## src/bfc_pkg.sv

```systemverilog
// Shared constants for the FIFO pair configuration unit.
// Assumes one APB slave at pclk; the port pins are synchronised before use.
// Function
// FIFO one rewinds its read pointer after four edges of both port clocks.
// FIFO two rewinds its read pointer after four edges of both port clocks.
// The controller holds the rewind mode select high during any rewind.
// Shared pin rewinds when mode select is high, partially clears when low.
// Byte order pin high at master reset release selects big-endian.
// Big-endian: first Port B beat lands in the most significant lane.
// Byte order pin low at master reset release selects little-endian.
// Little-endian: first Port B beat lands in the least significant lane.
// A full 36-bit Port B ignores the byte order.
// First port clock edge after release samples the timing pin; high is standard.
// A low sample at that edge selects fall-through timing.
// Standard timing drives empty and full, presenting words only on reads.
// Fall-through drives valid and room, presenting the first word unasked.
// The controller keeps the byte order pin static after master reset.
// Four offsets drive the almost-empty and almost-full flags of both ports.
// Preset offsets load from the flag selects at master reset release; FIFO two loads them only on a joint release, else clears them to 0.
// Both resets rising with selects 0 and 1 low choose parallel loading.
// The controller keeps selects 0 and 1 low after choosing parallel loading.
// First four Port A writes load full one, empty one, full two, empty two.
// Non-interspersed parity takes the offset from contiguous bits from bit 0.
// Interspersed parity skips Port A bit 8 when loading offsets.
// The highest Port A bit used is the offset's most significant bit.
// The controller programs offsets only within the legal range for depth.
// Flag select codes decode into five presets, serial or parallel loading.
// Port B room rises only after all four parallel offsets are loaded.
// A rewind changes only the read pointer, nothing else.
package bfc_pkg;
  // ----------------------------------------
  // Register map
  // ----------------------------------------
  localparam logic [7:0] BFC_ADDR_CONFIG = 8'h00;
  localparam logic [7:0] BFC_ADDR_STATUS = 8'h04;
  localparam logic [7:0] BFC_ADDR_OFS_ONE = 8'h08;
  localparam logic [7:0] BFC_ADDR_OFS_TWO = 8'h0C;
  localparam int BFC_OFS_FULL_POS = 16;
  localparam int BFC_ST_BIG_POS = 0;
  localparam int BFC_ST_FWFT1_POS = 1;
  localparam int BFC_ST_FWFT2_POS = 2;
  localparam int BFC_ST_IP_POS = 3;
  localparam int BFC_ST_DONE_POS = 4;
  localparam int BFC_ST_SERIAL_POS = 5;
  localparam logic [1:0] BFC_SIZE_LONG = 2'h0;
  localparam logic [1:0] BFC_SIZE_WORD = 2'h1;
  localparam logic [1:0] BFC_SIZE_BYTE = 2'h2;
  localparam logic [1:0] BFC_SIZE_RST = 2'h0;
  // ----------------------------------------
  // Flag select codes {bit2, bit1, bit0} and presets
  // ----------------------------------------
  localparam logic [2:0] BFC_FS_64 = 3'h7;
  localparam logic [2:0] BFC_FS_16 = 3'h6;
  localparam logic [2:0] BFC_FS_8 = 3'h5;
  localparam logic [2:0] BFC_FS_256 = 3'h3;
  localparam logic [2:0] BFC_FS_1024 = 3'h1;
  localparam logic [2:0] BFC_FS_SERIAL = 3'h2;
  localparam int BFC_PRESET_64 = 64;
  localparam int BFC_PRESET_16 = 16;
  localparam int BFC_PRESET_8 = 8;
  localparam int BFC_PRESET_256 = 256;
  localparam int BFC_PRESET_1024 = 1024;
  localparam int BFC_HOLD_EDGES = 4;
  localparam int BFC_SKIP_BIT = 8;
  typedef enum logic [3:0] {
    BFC_CLEAR = 4'h1,
    BFC_PLOAD = 4'h2,
    BFC_SERIAL = 4'h4,
    BFC_RUN = 4'h8
  } bfc_prog_t;
endpackage

```

## src/bfc_pin_sync.sv

```systemverilog
// Three-stage synchroniser with agreement filter for asynchronous pins.
// Assumes pins change slowly compared with pclk.
`timescale 1ns/1ps
module bfc_pin_sync #(
  parameter int W = 1,
  parameter logic [W-1:0] RST = '0
) (
  // Clock and reset
  input wire logic pclk,
  input wire logic presetn,
  // Pins
  input wire logic [W-1:0] pin_in,
  // Filtered levels and rising edges
  output logic [W-1:0] level,
  output logic [W-1:0] rise
);
  typedef struct packed {
    logic [W-1:0] s1;
    logic [W-1:0] s2;
    logic [W-1:0] s3;
    logic [W-1:0] q;
    logic [W-1:0] r;
  } bfc_sync_t;
  bfc_sync_t st_r;
  bfc_sync_t st_nxt;
  // A level only counts once the second and third stages agree.
  always_comb begin
    st_nxt = st_r;
    st_nxt.s1 = pin_in;
    st_nxt.s2 = st_r.s1;
    st_nxt.s3 = st_r.s2;
    st_nxt.q = (~(st_r.s2 ^ st_r.s3) & st_r.s2) | ((st_r.s2 ^ st_r.s3) & st_r.q);
    st_nxt.r = st_nxt.q & ~st_r.q;
  end
  always_ff @(posedge pclk or negedge presetn) begin
    if (!presetn) begin
      st_r <= {RST, RST, RST, RST, {W{1'b0}}};
    end else begin
      st_r <= st_nxt;
    end
  end
  assign level = st_r.q;
  assign rise = st_r.r;
endmodule

```

## src/bfc_hold_count.sv

```systemverilog
// Counts edges of both port clocks while a pin is held asserted.
// Assumes the tick inputs are one-cycle pulses on pclk.
`timescale 1ns/1ps
module bfc_hold_count #(
  parameter int NEED = 4
) (
  // Clock and reset
  input wire logic pclk,
  input wire logic presetn,
  // Hold level and port clock edges
  input wire logic hold,
  input wire logic tick_a,
  input wire logic tick_b,
  // One pulse per hold once both counts are reached
  output logic done
);
  localparam int CW = $clog2(NEED + 1);
  localparam logic [CW-1:0] FULL = CW'(NEED);
  typedef struct packed {
    logic [CW-1:0] ca;
    logic [CW-1:0] cb;
    logic fired;
    logic done;
  } bfc_hold_t;
  bfc_hold_t st_r;
  bfc_hold_t st_nxt;
  always_comb begin
    st_nxt = st_r;
    st_nxt.done = 1'b0;
    if (!hold) begin
      st_nxt.ca = '0;
      st_nxt.cb = '0;
      st_nxt.fired = 1'b0;
    end else begin
      if (tick_a && st_r.ca != FULL) begin
        st_nxt.ca = st_r.ca + CW'(1);
      end
      if (tick_b && st_r.cb != FULL) begin
        st_nxt.cb = st_r.cb + CW'(1);
      end
      // A long hold fires once; the pin must be released to fire again.
      st_nxt.done = !st_r.fired && st_nxt.ca == FULL && st_nxt.cb == FULL;
      st_nxt.fired = st_r.fired | st_nxt.done;
    end
  end
  always_ff @(posedge pclk or negedge presetn) begin
    if (!presetn) begin
      st_r <= '0;
    end else begin
      st_r <= st_nxt;
    end
  end
  assign done = st_r.done;
endmodule

```

## src/bfc_config_unit.sv

```systemverilog
// Configuration, rewind and offset logic for a bidirectional FIFO pair.
// Assumes a datapath on pclk that owns memory, pointers and fill levels.
//
// Decided for this implementation: the APB slave port and the register addresses.
`timescale 1ns/1ps
module bfc_config_unit #(
  parameter int ADDR_W = 11,
  parameter int AW_DATA = 36
) (
  // APB slave
  input wire logic pclk,
  input wire logic presetn,
  input wire logic psel,
  input wire logic penable,
  input wire logic pwrite,
  input wire logic [7:0] paddr,
  input wire logic [31:0] pwdata,
  output logic pready,
  output logic [31:0] prdata,
  output logic pslverr,
  // Asynchronous control pins
  input wire logic port_a_clock,
  input wire logic port_b_clock,
  input wire logic rewind_fifo_one_n,
  input wire logic rewind_fifo_two_n,
  input wire logic rewind_mode_select,
  input wire logic full_clear_fifo_one_n,
  input wire logic full_clear_fifo_two_n,
  input wire logic byte_order_timing_select,
  input wire logic flag_select_0_serial_in,
  input wire logic flag_select_1_serial_load_n,
  input wire logic flag_select_2,
  // Port A write pins
  input wire logic port_a_write,
  input wire logic [AW_DATA-1:0] port_a_data,
  // Datapath status
  input wire logic [ADDR_W:0] fifo_one_level,
  input wire logic [ADDR_W:0] fifo_two_level,
  input wire logic fifo_one_read,
  input wire logic fifo_two_read,
  input wire logic [1:0] port_b_beat,
  // Datapath control
  output logic [AW_DATA-1:0] port_a_word,
  output logic fifo_one_store,
  output logic fifo_one_rewind,
  output logic fifo_two_rewind,
  output logic fifo_one_partial_clear,
  output logic fifo_two_partial_clear,
  output logic fifo_one_present,
  output logic fifo_two_present,
  output logic [1:0] port_b_lane,
  output logic fall_through_mode_one,
  output logic fall_through_mode_two,
  // Port flags
  output logic port_a_full_n,
  output logic port_a_input_room,
  output logic port_b_full_n,
  output logic port_b_input_room,
  output logic port_a_empty_n,
  output logic port_a_output_valid,
  output logic port_b_empty_n,
  output logic port_b_output_valid,
  output logic port_a_almost_empty_n,
  output logic port_b_almost_empty_n,
  output logic port_a_almost_full_n,
  output logic port_b_almost_full_n
);
  import bfc_pkg::*;

  // ----------------------------------------
  // Types and helpers
  // ----------------------------------------
  localparam int SW = AW_DATA + 12;
  localparam logic [SW-1:0] SYNC_RST = SW'(12'h00C);
  localparam logic [ADDR_W:0] DEPTH = {1'b1, {ADDR_W{1'b0}}};
  localparam int PADW = 16 - ADDR_W;

  typedef struct packed {
    bfc_prog_t prog;
    logic big;
    logic ip;
    logic fwft1;
    logic fwft2;
    logic wait1;
    logic wait2;
    logic [1:0] idx;
    logic [ADDR_W-1:0] x1;
    logic [ADDR_W-1:0] y1;
    logic [ADDR_W-1:0] x2;
    logic [ADDR_W-1:0] y2;
    logic ov1;
    logic ov2;
    logic [1:0] bsize;
    logic [31:0] rdata;
    logic slverr;
  } bfc_cfg_t;

  // The highest Port A bit used always ends up as the offset's top bit.
  function automatic logic [ADDR_W-1:0] bfc_extract(input logic [AW_DATA-1:0] d,
                                                   input logic ip);
    if (ip) begin
      return {d[ADDR_W:BFC_SKIP_BIT+1], d[BFC_SKIP_BIT-1:0]};
    end
    return d[ADDR_W-1:0];
  endfunction

  function automatic logic bfc_preset_ok(input logic [2:0] fs);
    return fs == BFC_FS_64 || fs == BFC_FS_16 || fs == BFC_FS_8 ||
           fs == BFC_FS_256 || fs == BFC_FS_1024;
  endfunction

  function automatic logic [ADDR_W-1:0] bfc_preset(input logic [2:0] fs);
    case (fs)
      BFC_FS_64: return ADDR_W'(BFC_PRESET_64);
      BFC_FS_16: return ADDR_W'(BFC_PRESET_16);
      BFC_FS_8: return ADDR_W'(BFC_PRESET_8);
      BFC_FS_256: return ADDR_W'(BFC_PRESET_256);
      BFC_FS_1024: return ADDR_W'(BFC_PRESET_1024);
      default: return '0;
    endcase
  endfunction

  function automatic logic [1:0] bfc_lane(input logic [1:0] size, input logic [1:0] beat,
                                          input logic big);
    case (size)
      BFC_SIZE_WORD: return big ? {1'b0, ~beat[0]} : {1'b0, beat[0]};
      BFC_SIZE_BYTE: return big ? ~beat : beat;
      default: return 2'h0;
    endcase
  endfunction

  // ----------------------------------------
  // Pin synchronisation and hold counters
  // ----------------------------------------
  logic [SW-1:0] sync_level;
  logic [SW-1:0] sync_rise;
  bfc_pin_sync #(.W(SW), .RST(SYNC_RST)) u_sync (
    .pclk(pclk),
    .presetn(presetn),
    .pin_in({port_a_data, port_a_write, flag_select_2, flag_select_1_serial_load_n,
             flag_select_0_serial_in, byte_order_timing_select, full_clear_fifo_two_n,
             full_clear_fifo_one_n, rewind_mode_select, rewind_fifo_two_n,
             rewind_fifo_one_n, port_b_clock, port_a_clock}),
    .level(sync_level),
    .rise(sync_rise)
  );

  logic tick_a;
  logic tick_b;
  logic mode_q;
  logic full_clear_fifo_one_n_q;
  logic full_clear_fifo_two_n_q;
  logic full_clear_fifo_one_n_rise;
  logic full_clear_fifo_two_n_rise;
  logic bo_q;
  logic [2:0] fs_q;
  logic wr_q;
  logic hold1_done;
  logic hold2_done;
  assign tick_a = sync_rise[0];
  assign tick_b = sync_rise[1];
  assign mode_q = sync_level[4];
  assign full_clear_fifo_one_n_q = sync_level[5];
  assign full_clear_fifo_two_n_q = sync_level[6];
  assign full_clear_fifo_one_n_rise = sync_rise[5];
  assign full_clear_fifo_two_n_rise = sync_rise[6];
  assign bo_q = sync_level[7];
  assign fs_q = sync_level[10:8];
  assign wr_q = sync_level[11];
  assign port_a_word = sync_level[SW-1:12];

  bfc_hold_count #(.NEED(BFC_HOLD_EDGES)) u_hold_one (
    .pclk(pclk),
    .presetn(presetn),
    .hold(!sync_level[2]),
    .tick_a(tick_a),
    .tick_b(tick_b),
    .done(hold1_done)
  );
  bfc_hold_count #(.NEED(BFC_HOLD_EDGES)) u_hold_two (
    .pclk(pclk),
    .presetn(presetn),
    .hold(!sync_level[3]),
    .tick_a(tick_a),
    .tick_b(tick_b),
    .done(hold2_done)
  );

  // The meaning of the shared pin is fixed by mode select when the hold completes.
  assign fifo_one_rewind = hold1_done & mode_q;
  assign fifo_two_rewind = hold2_done & mode_q;
  assign fifo_one_partial_clear = hold1_done & !mode_q;
  assign fifo_two_partial_clear = hold2_done & !mode_q;

  // ----------------------------------------
  // Configuration state
  // ----------------------------------------
  bfc_cfg_t st_r;
  bfc_cfg_t st_nxt;
  logic [ADDR_W-1:0] pload_word;
  logic apb_setup;
  logic apb_write;
  assign pload_word = bfc_extract(port_a_word, st_r.ip);
  assign apb_setup = psel & !penable;
  assign apb_write = psel & penable & pwrite;

  // Fall-through fetches without a read; standard only answers a read.
  assign fifo_one_present = st_r.fwft1 ?
    (full_clear_fifo_one_n_q && fifo_one_level != '0 && (!st_r.ov1 || fifo_one_read)) :
    (fifo_one_read && fifo_one_level != '0);
  assign fifo_two_present = st_r.fwft2 ?
    (full_clear_fifo_two_n_q && fifo_two_level != '0 && (!st_r.ov2 || fifo_two_read)) :
    (fifo_two_read && fifo_two_level != '0);

  always_comb begin
    st_nxt = st_r;
    if (full_clear_fifo_one_n_rise) begin
      st_nxt.big = bo_q;
      st_nxt.ip = !fs_q[2];
      st_nxt.wait1 = 1'b1;
      if (bfc_preset_ok(fs_q)) begin
        st_nxt.x1 = bfc_preset(fs_q);
        st_nxt.y1 = bfc_preset(fs_q);
      end
      if (full_clear_fifo_two_n_rise && fs_q == BFC_FS_SERIAL) begin
        st_nxt.prog = BFC_SERIAL;
      end else if (full_clear_fifo_two_n_rise && fs_q[1:0] == 2'h0) begin
        st_nxt.prog = BFC_PLOAD;
        st_nxt.idx = 2'h0;
      end else begin
        st_nxt.prog = BFC_RUN;
      end
    end else if (!full_clear_fifo_one_n_q) begin
      st_nxt.prog = BFC_CLEAR;
      st_nxt.wait1 = 1'b0;
    end else if (st_r.wait1 && tick_a) begin
      st_nxt.fwft1 = !bo_q;
      st_nxt.wait1 = 1'b0;
    end
    if (full_clear_fifo_two_n_rise) begin
      st_nxt.wait2 = 1'b1;
      // A lone release clears the offsets; only a joint release loads presets.
      st_nxt.x2 = (full_clear_fifo_one_n_rise && bfc_preset_ok(fs_q)) ? bfc_preset(fs_q) : '0;
      st_nxt.y2 = (full_clear_fifo_one_n_rise && bfc_preset_ok(fs_q)) ? bfc_preset(fs_q) : '0;
    end else if (!full_clear_fifo_two_n_q) begin
      st_nxt.wait2 = 1'b0;
    end else if (st_r.wait2 && tick_b) begin
      st_nxt.fwft2 = !bo_q;
      st_nxt.wait2 = 1'b0;
    end
    if (st_r.prog == BFC_PLOAD && full_clear_fifo_one_n_q && tick_a && wr_q) begin
      case (st_r.idx)
        2'h0: st_nxt.y1 = pload_word;
        2'h1: st_nxt.x1 = pload_word;
        2'h2: st_nxt.y2 = pload_word;
        default: st_nxt.x2 = pload_word;
      endcase
      st_nxt.idx = st_r.idx + 2'h1;
      if (st_r.idx == 2'h3) begin
        st_nxt.prog = BFC_RUN;
      end
    end
    // A rewind or clear makes the presented word stale.
    if (!st_r.fwft1 || !full_clear_fifo_one_n_q || hold1_done) begin
      st_nxt.ov1 = 1'b0;
    end else if (fifo_one_present) begin
      st_nxt.ov1 = 1'b1;
    end else if (fifo_one_read) begin
      st_nxt.ov1 = 1'b0;
    end
    if (!st_r.fwft2 || !full_clear_fifo_two_n_q || hold2_done) begin
      st_nxt.ov2 = 1'b0;
    end else if (fifo_two_present) begin
      st_nxt.ov2 = 1'b1;
    end else if (fifo_two_read) begin
      st_nxt.ov2 = 1'b0;
    end
    if (apb_write && paddr == BFC_ADDR_CONFIG) begin
      st_nxt.bsize = pwdata[1:0];
    end
    if (apb_setup) begin
      st_nxt.slverr = 1'b0;
      st_nxt.rdata = 32'h0000_0000;
      case (paddr)
        BFC_ADDR_CONFIG: st_nxt.rdata[1:0] = st_r.bsize;
        BFC_ADDR_STATUS: begin
          st_nxt.rdata[BFC_ST_BIG_POS] = st_r.big;
          st_nxt.rdata[BFC_ST_FWFT1_POS] = st_r.fwft1;
          st_nxt.rdata[BFC_ST_FWFT2_POS] = st_r.fwft2;
          st_nxt.rdata[BFC_ST_IP_POS] = st_r.ip;
          st_nxt.rdata[BFC_ST_DONE_POS] = st_r.prog == BFC_RUN;
          st_nxt.rdata[BFC_ST_SERIAL_POS] = st_r.prog == BFC_SERIAL;
        end
        BFC_ADDR_OFS_ONE: st_nxt.rdata = {{PADW{1'b0}}, st_r.y1, {PADW{1'b0}}, st_r.x1};
        BFC_ADDR_OFS_TWO: st_nxt.rdata = {{PADW{1'b0}}, st_r.y2, {PADW{1'b0}}, st_r.x2};
        default: st_nxt.slverr = 1'b1;
      endcase
    end
  end

  always_ff @(posedge pclk or negedge presetn) begin
    if (!presetn) begin
      st_r <= '{prog: BFC_CLEAR, bsize: BFC_SIZE_RST, default: '0};
    end else begin
      st_r <= st_nxt;
    end
  end

  // ----------------------------------------
  // Outputs
  // ----------------------------------------
  logic room_a;
  logic room_b;
  assign pready = 1'b1;
  assign prdata = st_r.rdata;
  assign pslverr = st_r.slverr & psel & penable;
  assign port_b_lane = bfc_lane(st_r.bsize, port_b_beat, st_r.big);
  assign fall_through_mode_one = st_r.fwft1;
  assign fall_through_mode_two = st_r.fwft2;
  assign fifo_one_store = tick_a && wr_q && st_r.prog == BFC_RUN &&
                          fifo_one_level != DEPTH;

  // Port A keeps room during parallel loading since the offsets arrive there.
  assign room_a = full_clear_fifo_one_n_q && (st_r.prog == BFC_RUN || st_r.prog == BFC_PLOAD) &&
                  fifo_one_level != DEPTH;
  assign room_b = full_clear_fifo_two_n_q && st_r.prog == BFC_RUN && fifo_two_level != DEPTH;
  assign port_a_full_n = !st_r.fwft1 && room_a;
  assign port_a_input_room = st_r.fwft1 && room_a;
  assign port_b_full_n = !st_r.fwft2 && room_b;
  assign port_b_input_room = st_r.fwft2 && room_b;
  assign port_b_empty_n = !st_r.fwft1 && full_clear_fifo_one_n_q && fifo_one_level != '0;
  assign port_b_output_valid = st_r.fwft1 && st_r.ov1;
  assign port_a_empty_n = !st_r.fwft2 && full_clear_fifo_two_n_q && fifo_two_level != '0;
  assign port_a_output_valid = st_r.fwft2 && st_r.ov2;
  assign port_b_almost_empty_n = full_clear_fifo_one_n_q && fifo_one_level > {1'b0, st_r.x1};
  assign port_a_almost_full_n = !full_clear_fifo_one_n_q || fifo_one_level < DEPTH - {1'b0, st_r.y1};
  assign port_a_almost_empty_n = full_clear_fifo_two_n_q && fifo_two_level > {1'b0, st_r.x2};
  assign port_b_almost_full_n = !full_clear_fifo_two_n_q || fifo_two_level < DEPTH - {1'b0, st_r.y2};
endmodule

```

## config.mk

```make
export PLATFORM = sky130hd
export DESIGN_NAME = bfc_config_unit
export DESIGN_NICKNAME = d
export VERILOG_FILES = /design/src/bfc_pkg.sv /design/src/bfc_pin_sync.sv /design/src/bfc_hold_count.sv /design/src/bfc_config_unit.sv
export SDC_FILE = /design/constraint.sdc
export NUM_CORES = 1
export LEC_CHECK = 0
export BUFFER_PORTS_ARGS = -buffer_cell sky130_fd_sc_hd__buf_2
export CAP_MARGIN = 40
export CORE_MARGIN = 8
export CORE_UTILIZATION = 31
export DETAILED_ROUTE_END_ITERATION = 8
export PLACE_DENSITY = 0.53
export SLEW_MARGIN = 20
export SYNTH_ARGS = -nofsm -noshare
export SYNTH_HDL_FRONTEND = slang
export SYNTH_SLANG_ARGS = --single-unit
export TNS_END_PERCENT = 50
```

## constraint.sdc

```tcl
create_clock -name pclk -period 4.8 [get_ports pclk]
set_input_delay 0.24 -clock pclk [delete_from_list [all_inputs] [get_ports pclk]]
set_output_delay 0.24 -clock pclk [all_outputs]
set_load 0.05 [all_outputs]
```

-- Word level (Yosys, flattened, before mapping)
Index checks and enable logic that the tools add are counted.
- register bits after elaboration: 308
- bits in latches: 0
- bits in writable memories: 0
- bits in read-only memories: 0
- output and inout bits: 93
- word-level logic and storage cells: 228
- memories kept: 0
- $add $sub $neg: 7
- multipliers: 0
- divide/modulo/power cells: 0
- magnitude comparators: 4
- equal/unequal tests: 30
- shift-type cells: 0
- multiplexer cells: 54
- bitwise logic cells: 22
- reduce and logical (&&, ||, !) cells: 81
- operators by type and width (cell ; count):
    48-bit bitwise AND ; 2
    11-bit two-way mux ; 7
    11-bit one-hot mux with 5 select lines ; 1
    48-bit NOT ; 1
    48-bit OR ; 1
    48-bit bitwise XOR ; 1
    46-bit two-way mux ; 1
    22-bit two-way mux ; 2
    1-bit logical AND ; 42
    21-bit one-hot mux with 2 select lines ; 1
    12-bit by 11-bit > comparator with 1-bit output ; 2
    12-bit < comparator ; 2
    24-bit two-way mux ; 1
    3-bit two-way mux ; 8
    4-bit two-way mux ; 6
    12-bit != test (second input constant) ; 2
    12-bit nonzero test ; 2
    12-bit by 11-bit subtractor with 12-bit output (first input constant) ; 2
    3-bit equality test (second input constant) ; 7
    1-bit two-way mux ; 19
    3-bit != test (second input constant) ; 6
    8-bit by 4-bit equality test with 1-bit output (second input constant) ; 2
    7-bit two-way mux ; 2
    1-bit logical OR ; 13
    other kinds (29) ; 65

-- Longest topological paths before layout
Gate-level depths: netlist of the first run.
- word-level depth: 10
- mapped depth: 10
- mapped depth without buffers: 10

-- Cells and area by module
Synthesis of the first run repeated with hierarchy kept, for this count alone.
- cells, all modules: 1182
- area, all modules: 14528.9 sq um
- modules (own cells, without submodules) (module ; times used ; cells an instance ; area each (sq um) ; sequential area each (sq um)):
    bfc_pin_sync ; 1 ; 432 ; 7757.4 ; 6015.8
    bfc_config_unit ; 1 ; 656 ; 5820.6 ; 2078.2
    bfc_hold_count ; 2 ; 47 ; 475.5 ; 200.2

-- Least setup slack after synthesis of the first run
No wires, ideal clock.
- path kind: reg-to-output
- from: register st_r[45] (netlist bit)
- to: output port port_b_almost_full_n
- arrival time: 3.667 ns
- data required time: 4.560 ns
- setup slack: 0.893 ns
- cell stages (with the launch flop): 7
- path buffers: 0
- path through: dfrtp_1 or4_1 or3_1 ha_1 a21oi_1 o21ai_0 o311ai_0
- cells in the longest elaborated chain, start to end: 3
- ends and longest elaborated chain (element ; line ; text):
    start: declaration ; bfc_config_unit.sv:198 ; bfc_cfg_t st_r;
    start signal: assignment ; bfc_config_unit.sv:305 ; st_r <= st_nxt;
    12-bit by 11-bit subtractor with 12-bit output ; bfc_config_unit.sv:338 ; assign port_b_almost_full_n = !full_clear_fifo_two_n_q || fifo_two_level < DEPTH - {1'b0, st_r.y2};
    12-bit < comparator ; bfc_config_unit.sv:338 ;
    1-bit logical OR ; bfc_config_unit.sv:338 ;
    end: declaration ; bfc_config_unit.sv:66 ; output logic port_b_almost_full_n
No other way between the ends.

-- Worst setup path in the final report of the first run
- from: register st_r[40] (netlist bit)
- to: output port port_b_almost_full_n
The elaborated chain is that of the path after synthesis.

==> results of run 1 <==
where the power goes:
group,total [mW],leakage [nW],switching (mW),internal [mW]
registers,2.78,3.64,0.150,2.63
logic,0.788,2.60,0.507,0.281
clock network,2.56,0.553,1.05,1.51
cells by family after synthesis:
kind of cell | Yosys count | share of synthesized area
AOI/OAI and AO/OA | 142 | 0.07080
buffers and inverters | 140 | 0.06528
muxes | 36 | 0.03198
xor gates and xnor gates | 24 | 0.01716
DFF | 295 | 0.6037
and+or+nand+nor | 275 | 0.1099
other | 2 | 0.0006132
adders and majority gates | 108 | 0.1005
layout by cell type, fill, tap and decap left out, types with 5 or more instances in the layout:
cell type / n
nand2_1: 119
conb_1: 11
clkbuf_1: 7
clkbuf_8: 5
ha_1: 60
nor3_1: 12
inv_1: 46
xor2_1: 13
dlygate4sd3_1: 54
mux2i_1: 29
and2_1: 7
nand3_1: 22
dfrtp_1: 286
buf_2: 171
dfstp_2: 9
a21oi_1: 35
o21ai_0: 50
a211oi_1: 5
nor4_1: 8
nor2b_1: 11
o21ai_1: 10
nor2_1: 42
mux2_2: 5
a21o_1: 5
clkinv_2: 10
o31ai_1: 8
nand2b_1: 9
maj3_1: 48
nor3b_1: 5
xnor2_1: 11
nand3b_1: 10
nand4_1: 7
clkbuf_16: 36
worst max path at each step:
| stage | end |
|---|---|
| 2_1_floorplan | port_b_almost_full_n |
| 3_3_place_gp | port_b_almost_full_n |
| 3_5_place_dp | port_b_almost_full_n |
| 4_1_cts | port_b_almost_full_n |
| 5_1_grt | port_b_almost_full_n |
| 6_report | port_b_almost_full_n |
repair_timing:
action	4_1_cts	5_1_grt
hold buffers	54	0
endpoints found under the hold margin	160	0
endpoints found under the setup margin	0	0
cells in the mapped netlist (10+ instances only):
library cell / instances / share of area
a21oi_1: 35 / 0.014
dfrtp_1: 286 / 0.58
nand2_1: 119 / 0.036
o21ai_1: 10 / 0.0041
nand3_1: 22 / 0.0090
xor2_1: 13 / 0.0093
nor2b_1: 11 / 0.0056
nor2_1: 42 / 0.013
nand3b_1: 10 / 0.0061
nor3_1: 12 / 0.0049
buf_4: 70 / 0.043
maj3_1: 48 / 0.039
clkbuf_1: 13 / 0.0040
ha_1: 60 / 0.061
mux2i_1: 29 / 0.024
xnor2_1: 11 / 0.0079
o21ai_0: 50 / 0.020
inv_1: 46 / 0.014
worst reg2reg max path: cells and delay by family (launching register included):
| kind | cells | cell delay (ps) |
|---|---|---|
| AOI/OAI and AO/OA | 1 | 70 |
| buffers and inverters | 1 | 280 |
| DFF | 1 | 690 |
| and+or+nand+nor | 4 | 1190 |
area by class of cell:
type | instances | area, um^2
well taps | 525 | 656.9
multi-input cells | 596 | 4088
flip-flops and latches | 295 | 7393
clock inverters | 15 | 120.1
repair buffers | 231 | 1461
diodes | 1 | 2.502
clock buffers | 48 | 996.0
fillers | 3823 | 24480
inverters | 46 | 172.7
metrics by stage:
step | hold WS (ps) | total power, mW | util
after global routing | 23.34 | 6.449 | 0.3783
final | 36.96 | 6.133 | 0.3783
after CTS | 3.805 | 6.268 | 0.3782
after floorplan | -55.59 | 3.344 | -
after global placement | 331.1 | 3.574 | 0.3361
after detailed placement | 334.7 | 3.597 | 0.3361
layer usage:
| layer | track usage | up-vias | wire length [um] |
|---|---|---|---|
| met5 | 0 | - | 0 |
| met4 | 0.06101 | 0 | 1130 |
| met3 | 0.03244 | 56 | 1645 |
| met2 | 0.2059 | 199 | 13570 |
| met1 | 0.1619 | 3846 | 13070 |
| li1 | - | 3805 | - |
==> impl_metrics.yaml, run 1 <==
cells_and_area:
  drive_gt1_frac: 0.2071
  fin_cells: 1757
  nets: 1386
  area_delta_synth_final_pct: 21.59
  final_area_mm2: 0.01489
setup_path:
  cp_max_fo: 5
  r2r-end: "st_r[57]"
  required_ps: 4560
  critPathSlowestCell: "o311ai_0"
  worstPathCellList: "nor4_1 -> nand2_1 -> nor4_1 -> xor2_1 -> ha_1 -> a21oi_1 -> o21ai_0 -> o311ai_0 -> buf_2"
  cp_common_cell: "nor4_1"
  reg2reg_depth: 6
  worstPathArrival_ps: 3320
  critPathBufInv: 1
  cpPeakStageDelay_ps: 440
  rr_startpoint: "u_sync.level[5]"
  path_delay_family: "simple AND/OR/NAND/NOR gates"
  crit_cells: 9
  end_kind: "output port"
  cp-startpoint: "st_r[40]"
  rrSetupSlack_ps: 2420
  critical_path_class: "reg -> out"
  startpoint_type: "register"
sta:
  tightest_slew_ps: 918.4
  max_slew_margin: 0.3877
  setup_viol: 0
  slew_viol_final: 0
  rsz0062_at_grt: "no"
  fin_crit_sh: 0.7409
  final.setup.tns_ps: 0
  final.setup_skew_ps: 21.40
  hold_viol: 0
  period_needed_ps: 3556
  setup_ws_ps: 1244
  fmax_ghz: 0.2812
logic_synthesis:
  synth_ff_type: "dfrtp_1"
  yosysUniqueCellTypes: 60
  synth_seq_cells: 295
  yosys_warnings: 0
  synth-seq-area-share: 0.6037
  syn-cell-area_mm2: 0.01225
  async_reset_ff_frac: 1.000
  synth_edf_count: 0
  syn_avg_cell_area_um2: 11.98
  syn_inst: 1022
status:
  status: "completed"
global_routing:
  grt_use_total: 0.1288
  grt_max_degree: 112
  first_global_vias: 8449
  overflow: 0
  grt_pass1_wl_mm: 47.39
  antenna_found_initial: 1
cts:
  cts_tree: "yes"
  h-tree-depth: 2
  clk_pin_slew_ps: 60
  post_cts_buffers: 0
  worstSkewPairLatency_ps: 540
  clock-sinks: 295
  numCtsBuffers: 35
  clock_path_buffers: 3
  cts-root-buf: "clkbuf_16"
  postCtsResizedCells: 0
die:
  die_y_um: 214.8
  num_rows: 73
  die_area_mm2: 0.04612
  initial_core_util: 0.3111
  core_mm2: 0.03937
  die_w_um: 214.8
  ios: 214
place:
  place_hpwl_mm: 21.10
  preCtsSetupSlack_ps: 1798
  portBuffers: 172
  place_area_mm2: 0.01323
  dpl.cell_count: 1639
  routabilityCongestion: 0.8035
hold_path:
  worst_hold_path.endpoint: "prdata[0]"
  hp-start: "paddr[7]"
  holdCritPathClass: "in -> reg"
  hold_depth: 4
pwr:
  peakVddDrop_mv: 0.3193
  leakage_nw: 6.794
  powerDensity_mw_per_mm2: 411.9
detailed_routing:
  wl_mm: 29.41
  first_pass_iters: 5
  drc: 0
  drt-vias-per-instance: 4.500
  routedWlPerCell_um: 16.74
  vias: 7906
  drt.antenna.violating_nets: 0
  first_iter_violations: 352
run:
  cap_violations: 0
(Power assumes the default switching activity.)
==> inputs of run 2 (changes only) <==
--- a/config.mk
+++ b/config.mk
@@ -5,12 +5,13 @@
 export SDC_FILE = /design/constraint.sdc
 export NUM_CORES = 1
 export LEC_CHECK = 0
+export ABC_AREA = 1
 export BUFFER_PORTS_ARGS = -buffer_cell sky130_fd_sc_hd__buf_2
 export CAP_MARGIN = 40
 export CORE_MARGIN = 8
 export CORE_UTILIZATION = 31
 export DETAILED_ROUTE_END_ITERATION = 8
-export PLACE_DENSITY = 0.53
+export PLACE_DENSITY = 0.55
 export SLEW_MARGIN = 20
 export SYNTH_ARGS = -nofsm -noshare
 export SYNTH_HDL_FRONTEND = slang
==> constraint.sdc (replaced) <==
create_clock -name pclk -period 2.89 [get_ports pclk]
set_input_delay 0.1445 -clock pclk [delete_from_list [all_inputs] [get_ports pclk]]
set_output_delay 0.1445 -clock pclk [all_outputs]
set_load 0.05 [all_outputs]
==> run 2 against run 1 <==
  * Total power grew 74%
  * Global-route usage shrank 0.069 points
  * Synthesized cell count grew 22%
  * Cell area grew 5.0%
  * Sequential cell count is the same
  * Hold slack gained 7.6 ps
  * Wire length grew 5.0%
  * Highest routed layer unchanged
==> impl_metrics.yaml, run 2 <==
detailed_routing:
  routedWlPerCell_um: 15.38
  drt-vias-per-instance: 4.455
  first_pass_iters: 5
  wl_mm: 30.88
  drt.antenna.violating_nets: 0
  first_iter_violations: 511
  drc: 0
  vias: 8945
cells_and_area:
  final_common_cell: "dfrtp_1"
  final_cell_mix: "282 x dfrtp_1, 210 x nand2_1, 169 x buf_2"
  drive_gt1_frac: 0.2156
  fin_util: 0.3855
  final.fill_count: 4007
  area_delta_synth_final_pct: 23.52
  seqCellArea_mm2: 0.007398
  nets: 1631
  multi_input_area_mm2: 0.004275
sta:
  fmax_ghz: 0.3544
  rsz0062_at_grt: "yes"
  tightest_slew_ps: 687.9
  period_needed_ps: 2822
  max_slew_margin: 0.5365
  slew_viol_final: 0
  fin_crit_sh: 0.9764
  setup_ws_ps: 68.15
  setup_viol: 0
  final.setup_skew_ps: 24.25
  final.setup.tns_ps: 0
  hold_viol: 0
die:
  core_mm2: 0.04055
  num_rows: 74
  die_w_um: 218.1
  die_y_um: 218.1
  initial_core_util: 0.3121
  die_area_mm2: 0.04755
  ios: 214
status:
  status: "completed"
hold_path:
  holdCritPathClass: "in -> reg"
  hold_depth: 5
pwr:
  sw_frac_of_total: 0.2946
  power.share.clock: 0.388
  powerDensity_mw_per_mm2: 682.1
  pwr-share-comb: 0.169
  power.internal_mw: 7.521
  peakVddDrop_mv: 0.5292
  leakage_nw: 7.531
  p_switching_mw: 3.142
  seqPwrFrac: 0.442
global_routing:
  grt_use_met1: 0.1706
  grt_max_degree: 86
  grt_pass1_wl_mm: 48.98
  first_global_vias: 9015
  use_met2: 0.1978
  antenna_found_initial: 1
  grt_use_met3: 0.03107
  grt-busiest-layer: "met2"
  grt_use_total: 0.1281
  overflow: 0
logic_synthesis:
  syn-cell-area_mm2: 0.01266
  synth_seq_cells: 295
  synth_commonest_cells: "286 x dfrtp_1, 217 x nand2_1, 125 x inv_1"
  syn_avg_cell_area_um2: 10.14
  synth-seq-area-share: 0.5841
  synth_edf_count: 0
  synth_ff_type: "dfrtp_1"
  yosys_warnings: 0
  synth_top_cell_by_area: "dfrtp_1"
  async_reset_ff_frac: 1.000
  syn_inst: 1248
  synthTopCellsByArea: "dfrtp_1 57%, nand2_1 6.4%, ha_1 5.9%"
  yosysUniqueCellTypes: 38
  synth_top_area_share: 0.5654
  synth_most_common_cell: "dfrtp_1"
cts:
  numCtsBuffers: 31
  cts_tree: "yes"
  cts-root-buf: "clkbuf_16"
  clk_pin_slew_ps: 70
  clock-sinks: 295
  h-tree-depth: 1
  clock_path_buffers: 3
  worstSkewPairLatency_ps: 580
setup_path:
  critical_path_class: "reg -> out"
  required_ps: 2750
  worstPathCellList: "inv_2 -> ha_4 -> nand2_1 -> nor2_2 -> nand3_2 -> nor2_2 -> buf_4 -> nand2_1 -> nand2_2 -> ha_4 -> nand2_2 -> nor2_1 -> a21oi_1 -> nand2_1 -> nand2_2 -> buf_8"
  cp_max_fo: 3
  rrSetupSlack_ps: 1170
  end_kind: "output port"
  reg2reg_depth: 8
  worstPathArrival_ps: 2680
  startpoint_type: "register"
  cpPeakStageDelay_ps: 390
  critPathSlowestCell: "dfrtp_1"
place:
  routabilityCongestion: 0.8614
  place_hpwl_mm: 22.52
  preCtsSetupSlack_ps: 338.6
  portBuffers: 172
run:
  cap_violations: 0
[run 2: changes by cell type in the layout (fill, tap and decap cells not counted), sizes merged, moves of 16 or more]
cell   previous run  this run
nand2           119       220
inv              47       134
nand3            23        99
nor2             42       105
mux2i            29         0
buf             177       199
o21ai            60        76
[run 2: critical path, delay by kind of cell, from the launching register on]
| family | cells | cell delay (ps) |
|---|---|---|
| AO/OA/AOI/OAI | 1 | 140 |
| buffers and inverters | 3 | 360 |
| AND/OR/NAND/NOR | 10 | 850 |
| flip-flops | 1 | 390 |
| adder cells (fa/ha/maj) | 2 | 360 |
[run 2: metrics by stage]
| stage | power [mW] | hold slack, ps | std cells | cell area (um^2) |
|---|---|---|---|---|
| finish | 10.66 | 44.54 | 2008 | 15630 |
| global placement | 6.407 | 197.4 | 1877 | 13710 |
| floorplan | 5.978 | -151.1 | 1257 | 12690 |
| CTS | 10.78 | 5.041 | 2000 | 15490 |
| global route | 11.24 | 49.47 | 2008 | 15630 |
| detailed placement | 6.457 | 205.4 | 1877 | 13710 |
[run 2: kinds of logic after synthesis]
group                      after synthesis  synth area share
and+or+nand+nor                        458            0.1572
DFF                                    295            0.5841
xor gates and xnor gates                18           0.01246
AOI/OAI and AO/OA                      138           0.05724
buffers and inverters                  230           0.09193
other                                    2         0.0005933
adders and majority gates              107           0.09648
[run 2: power by group through the flow]
stage          clock [mW]  combinational [mW]  sequential, mW
2_1_floorplan           0                1.29            4.69
3_3_place_gp            0                1.62            4.79
3_5_place_dp            0                1.67            4.79
4_1_cts              4.30                1.75            4.72
5_1_grt              4.49                1.99            4.76
6_report             4.14                1.80            4.72
[run 2: repair_timing]
action,in CTS,in global routing
resized for setup,23,27
setup endpoints to repair,2,2
hold endpoints to repair,132,0
hold buffers,58,0
pin swaps,11,19
setup buffers,7,7
[run 2: area by class of cell]
class	instances	area share
flip-flops and latches	295	0.4732
multi-input cells	732	0.2735
well taps	532	0.04258
diodes	1	0.0001601
repair buffers	257	0.1100
clock inverters	20	0.01537
clock buffers	38	0.05322
inverters	133	0.03193
[run 2: routing by layer]
layer  wire [um]  vias up
met5           0        -
met4        1162        0
met3        2053       67
li1            -     4397
met1       13810     4237
met2       13840      244
[run 2: worst paths after layout]
check,startpoint,endpoint
worst max-delay path,st_r[37],port_b_almost_full_n
worst max register to register,st_r[91],st_r[56]
worst min register to register,u_sync.st_nxt[148],u_sync.st_nxt[100]
min in group asynchronous,presetn,asynchronous set/reset pin
max in group asynchronous,presetn,u_sync.st_nxt[147]
worst min-delay path,paddr[1],st_r[0]
==> inputs of run 3 (changes only) <==
--- a/config.mk
+++ b/config.mk
@@ -11,7 +11,7 @@
 export CORE_MARGIN = 8
 export CORE_UTILIZATION = 31
 export DETAILED_ROUTE_END_ITERATION = 8
-export PLACE_DENSITY = 0.55
+export PLACE_DENSITY = 0.53
 export SLEW_MARGIN = 20
 export SYNTH_ARGS = -nofsm -noshare
 export SYNTH_HDL_FRONTEND = slang
==> constraint.sdc (replaced) <==
create_clock -name pclk -period 3.4 [get_ports pclk]
set_input_delay 0.17 -clock pclk [delete_from_list [all_inputs] [get_ports pclk]]
set_output_delay 0.17 -clock pclk [all_outputs]
set_load 0.05 [all_outputs]
==> run 3 against run 2 <==
  * Core utilization is 0.61 points lower
  * Sequential cell count stayed put
  * Hold slack better by 32 ps
  * Wire length is 0.46% lower
==> impl_metrics.yaml, run 3 (synthesis results as in run 2) <==
cts:
  h-tree-depth: 2
  numCtsBuffers: 35
  post_cts_buffers: 0
  worstSkewPairLatency_ps: 530
  clk_pin_slew_ps: 50
  cts-root-buf: "clkbuf_16"
  clock-sinks: 295
  cts_tree: "yes"
  clock_path_buffers: 3
place:
  portBuffers: 172
  preCtsSetupSlack_ps: 747.8
  routabilityCongestion: 0.8841
  place_hpwl_mm: 22.59
setup_path:
  end_kind: "output port"
  worstPathArrival_ps: 2930
  required_ps: 3230
  critical_path_class: "reg -> out"
  startpoint_type: "register"
  cp_max_fo: 4
pwr:
  peakVddDrop_mv: 0.3944
  powerDensity_mw_per_mm2: 593.5
  leakage_nw: 7.442
sta:
  fmax_ghz: 0.3229
  rsz0062_at_grt: "no"
  tightest_slew_ps: 854.1
  period_needed_ps: 3097
  final.setup_skew_ps: 13.46
  slew_viol_final: 0
  final.setup.tns_ps: 0
  setup_viol: 0
  fin_crit_sh: 0.9108
  setup_ws_ps: 303.4
  max_slew_margin: 0.4306
  whs_ps: 77.02
  hold_viol: 0
detailed_routing:
  routedWlPerCell_um: 15.44
  vias: 8815
  drt.antenna.violating_nets: 0
  drt-vias-per-instance: 4.430
  drc: 0
  wl_mm: 30.73
  first_pass_iters: 5
  first_iter_violations: 634
run:
  cap_violations: 0
die:
  die_y_um: 218.1
  core_mm2: 0.04055
  initial_core_util: 0.3121
  ios: 214
  die_w_um: 218.1
  die_area_mm2: 0.04755
  num_rows: 74
hold_path:
  holdCritPathClass: "in -> reg"
global_routing:
  first_global_vias: 9288
  overflow: 0
  antenna_found_initial: 4
  grt_pass1_wl_mm: 49.74
  grt_use_total: 0.1317
  grt_max_degree: 112
cells_and_area:
  area_delta_synth_final_pct: 21.55
  final_common_cell: "dfrtp_1"
  final.fill_count: 4064
  nets: 1615
  final_cell_mix: "286 x dfrtp_1, 217 x nand2_1, 171 x buf_2"
  drive_gt1_frac: 0.1854
status:
  status: "completed"
[run 3: cell types whose count changed in the layout (fill, tap and decap cells not counted), sizes merged, moves of 2 or more]
cell / before / now
buf: 199 / 182
clkbuf: 38 / 44
bufinv: 5 / 2
clkinvlp: 3 / 0
dlygate4sd3: 58 / 55
clkinv: 11 / 13
[run 3: path summary, 6_finish.rpt]
check	startpoint	endpoint	slack, ps	cells past startpoint
hold / removal	paddr[6]	st_r[0]	80	5
setup reg to reg	u_sync.rise[6]	st_r[82]	1340	5
hold reg to reg	u_sync.st_nxt[191]	u_sync.st_nxt[143]	340	0
setup / recovery	st_r[59]	port_a_almost_full_n	300	14
max in group asynchronous	presetn	st_r[89]	2210	3
min in group asynchronous	presetn	u_sync.st_r[137]	310	2
[run 3: layout make-up]
cell class | count | area, um^2 | share of cell area
Sequential cell | 295 | 7393 | 0.4806
Clock buffer | 44 | 991.0 | 0.06441
Antenna cell | 2 | 5.005 | 0.0003253
Multi-Input combinational cell | 732 | 4141 | 0.2692
Tap cell | 532 | 665.6 | 0.04327
Timing Repair Buffer | 237 | 1534 | 0.09971
Inverter | 133 | 499.2 | 0.03245
Clock inverter | 15 | 155.1 | 0.01008
[run 3: per-stage QoR]
stage	total power [mW]	utilization	std cells	area, um^2
after floorplan	5.081	-	1257	12690
final	9.131	0.3794	1990	15380
after CTS	9.301	0.3791	1988	15370
after global routing	9.625	0.3794	1990	15380
after detailed placement	5.487	0.3373	1874	13680
after global placement	5.447	0.3373	1874	13680
[run 3: repair_timing]
item	CTS	global route
hold endpoints to repair	158	0
resized for setup	0	1
setup endpoints to repair	0	1
hold buffers	55	0
[run 3: worst max-delay path, cell delays in order, from the launching register on]
cell	delay, ps
dfrtp_1	420
inv_1	90
ha_1	180
nand2_1	70
nor2_1	260
nand4_1	150
or2_2	300
nand2_1	70
ha_1	220
nand2_1	90
nor2_1	40
a21oi_1	140
nand2_1	70
nand2_1	50
buf_2	250
[run 3: metal layers]
metal	share of wire	track usage	routed length (um)	vias up
met4	0.032	0.05598	995	4
met2	0.45	0.2037	13720	244
met3	0.068	0.03592	2087	65
li1	-	-	-	4346
met5	0.00078	0	24	-
met1	0.45	0.1719	13910	4156
[run 3: report_power, final]
group / total, mW / switching, mW / internal [mW] / leakage (nW)
Sequential: 4.02 / 0.251 / 3.76 / 3.60
Combinational: 1.44 / 0.983 / 0.455 / 3.27
Clock: 3.68 / 1.46 / 2.22 / 0.573
Total: 9.13 / 2.69 / 6.44 / 7.44
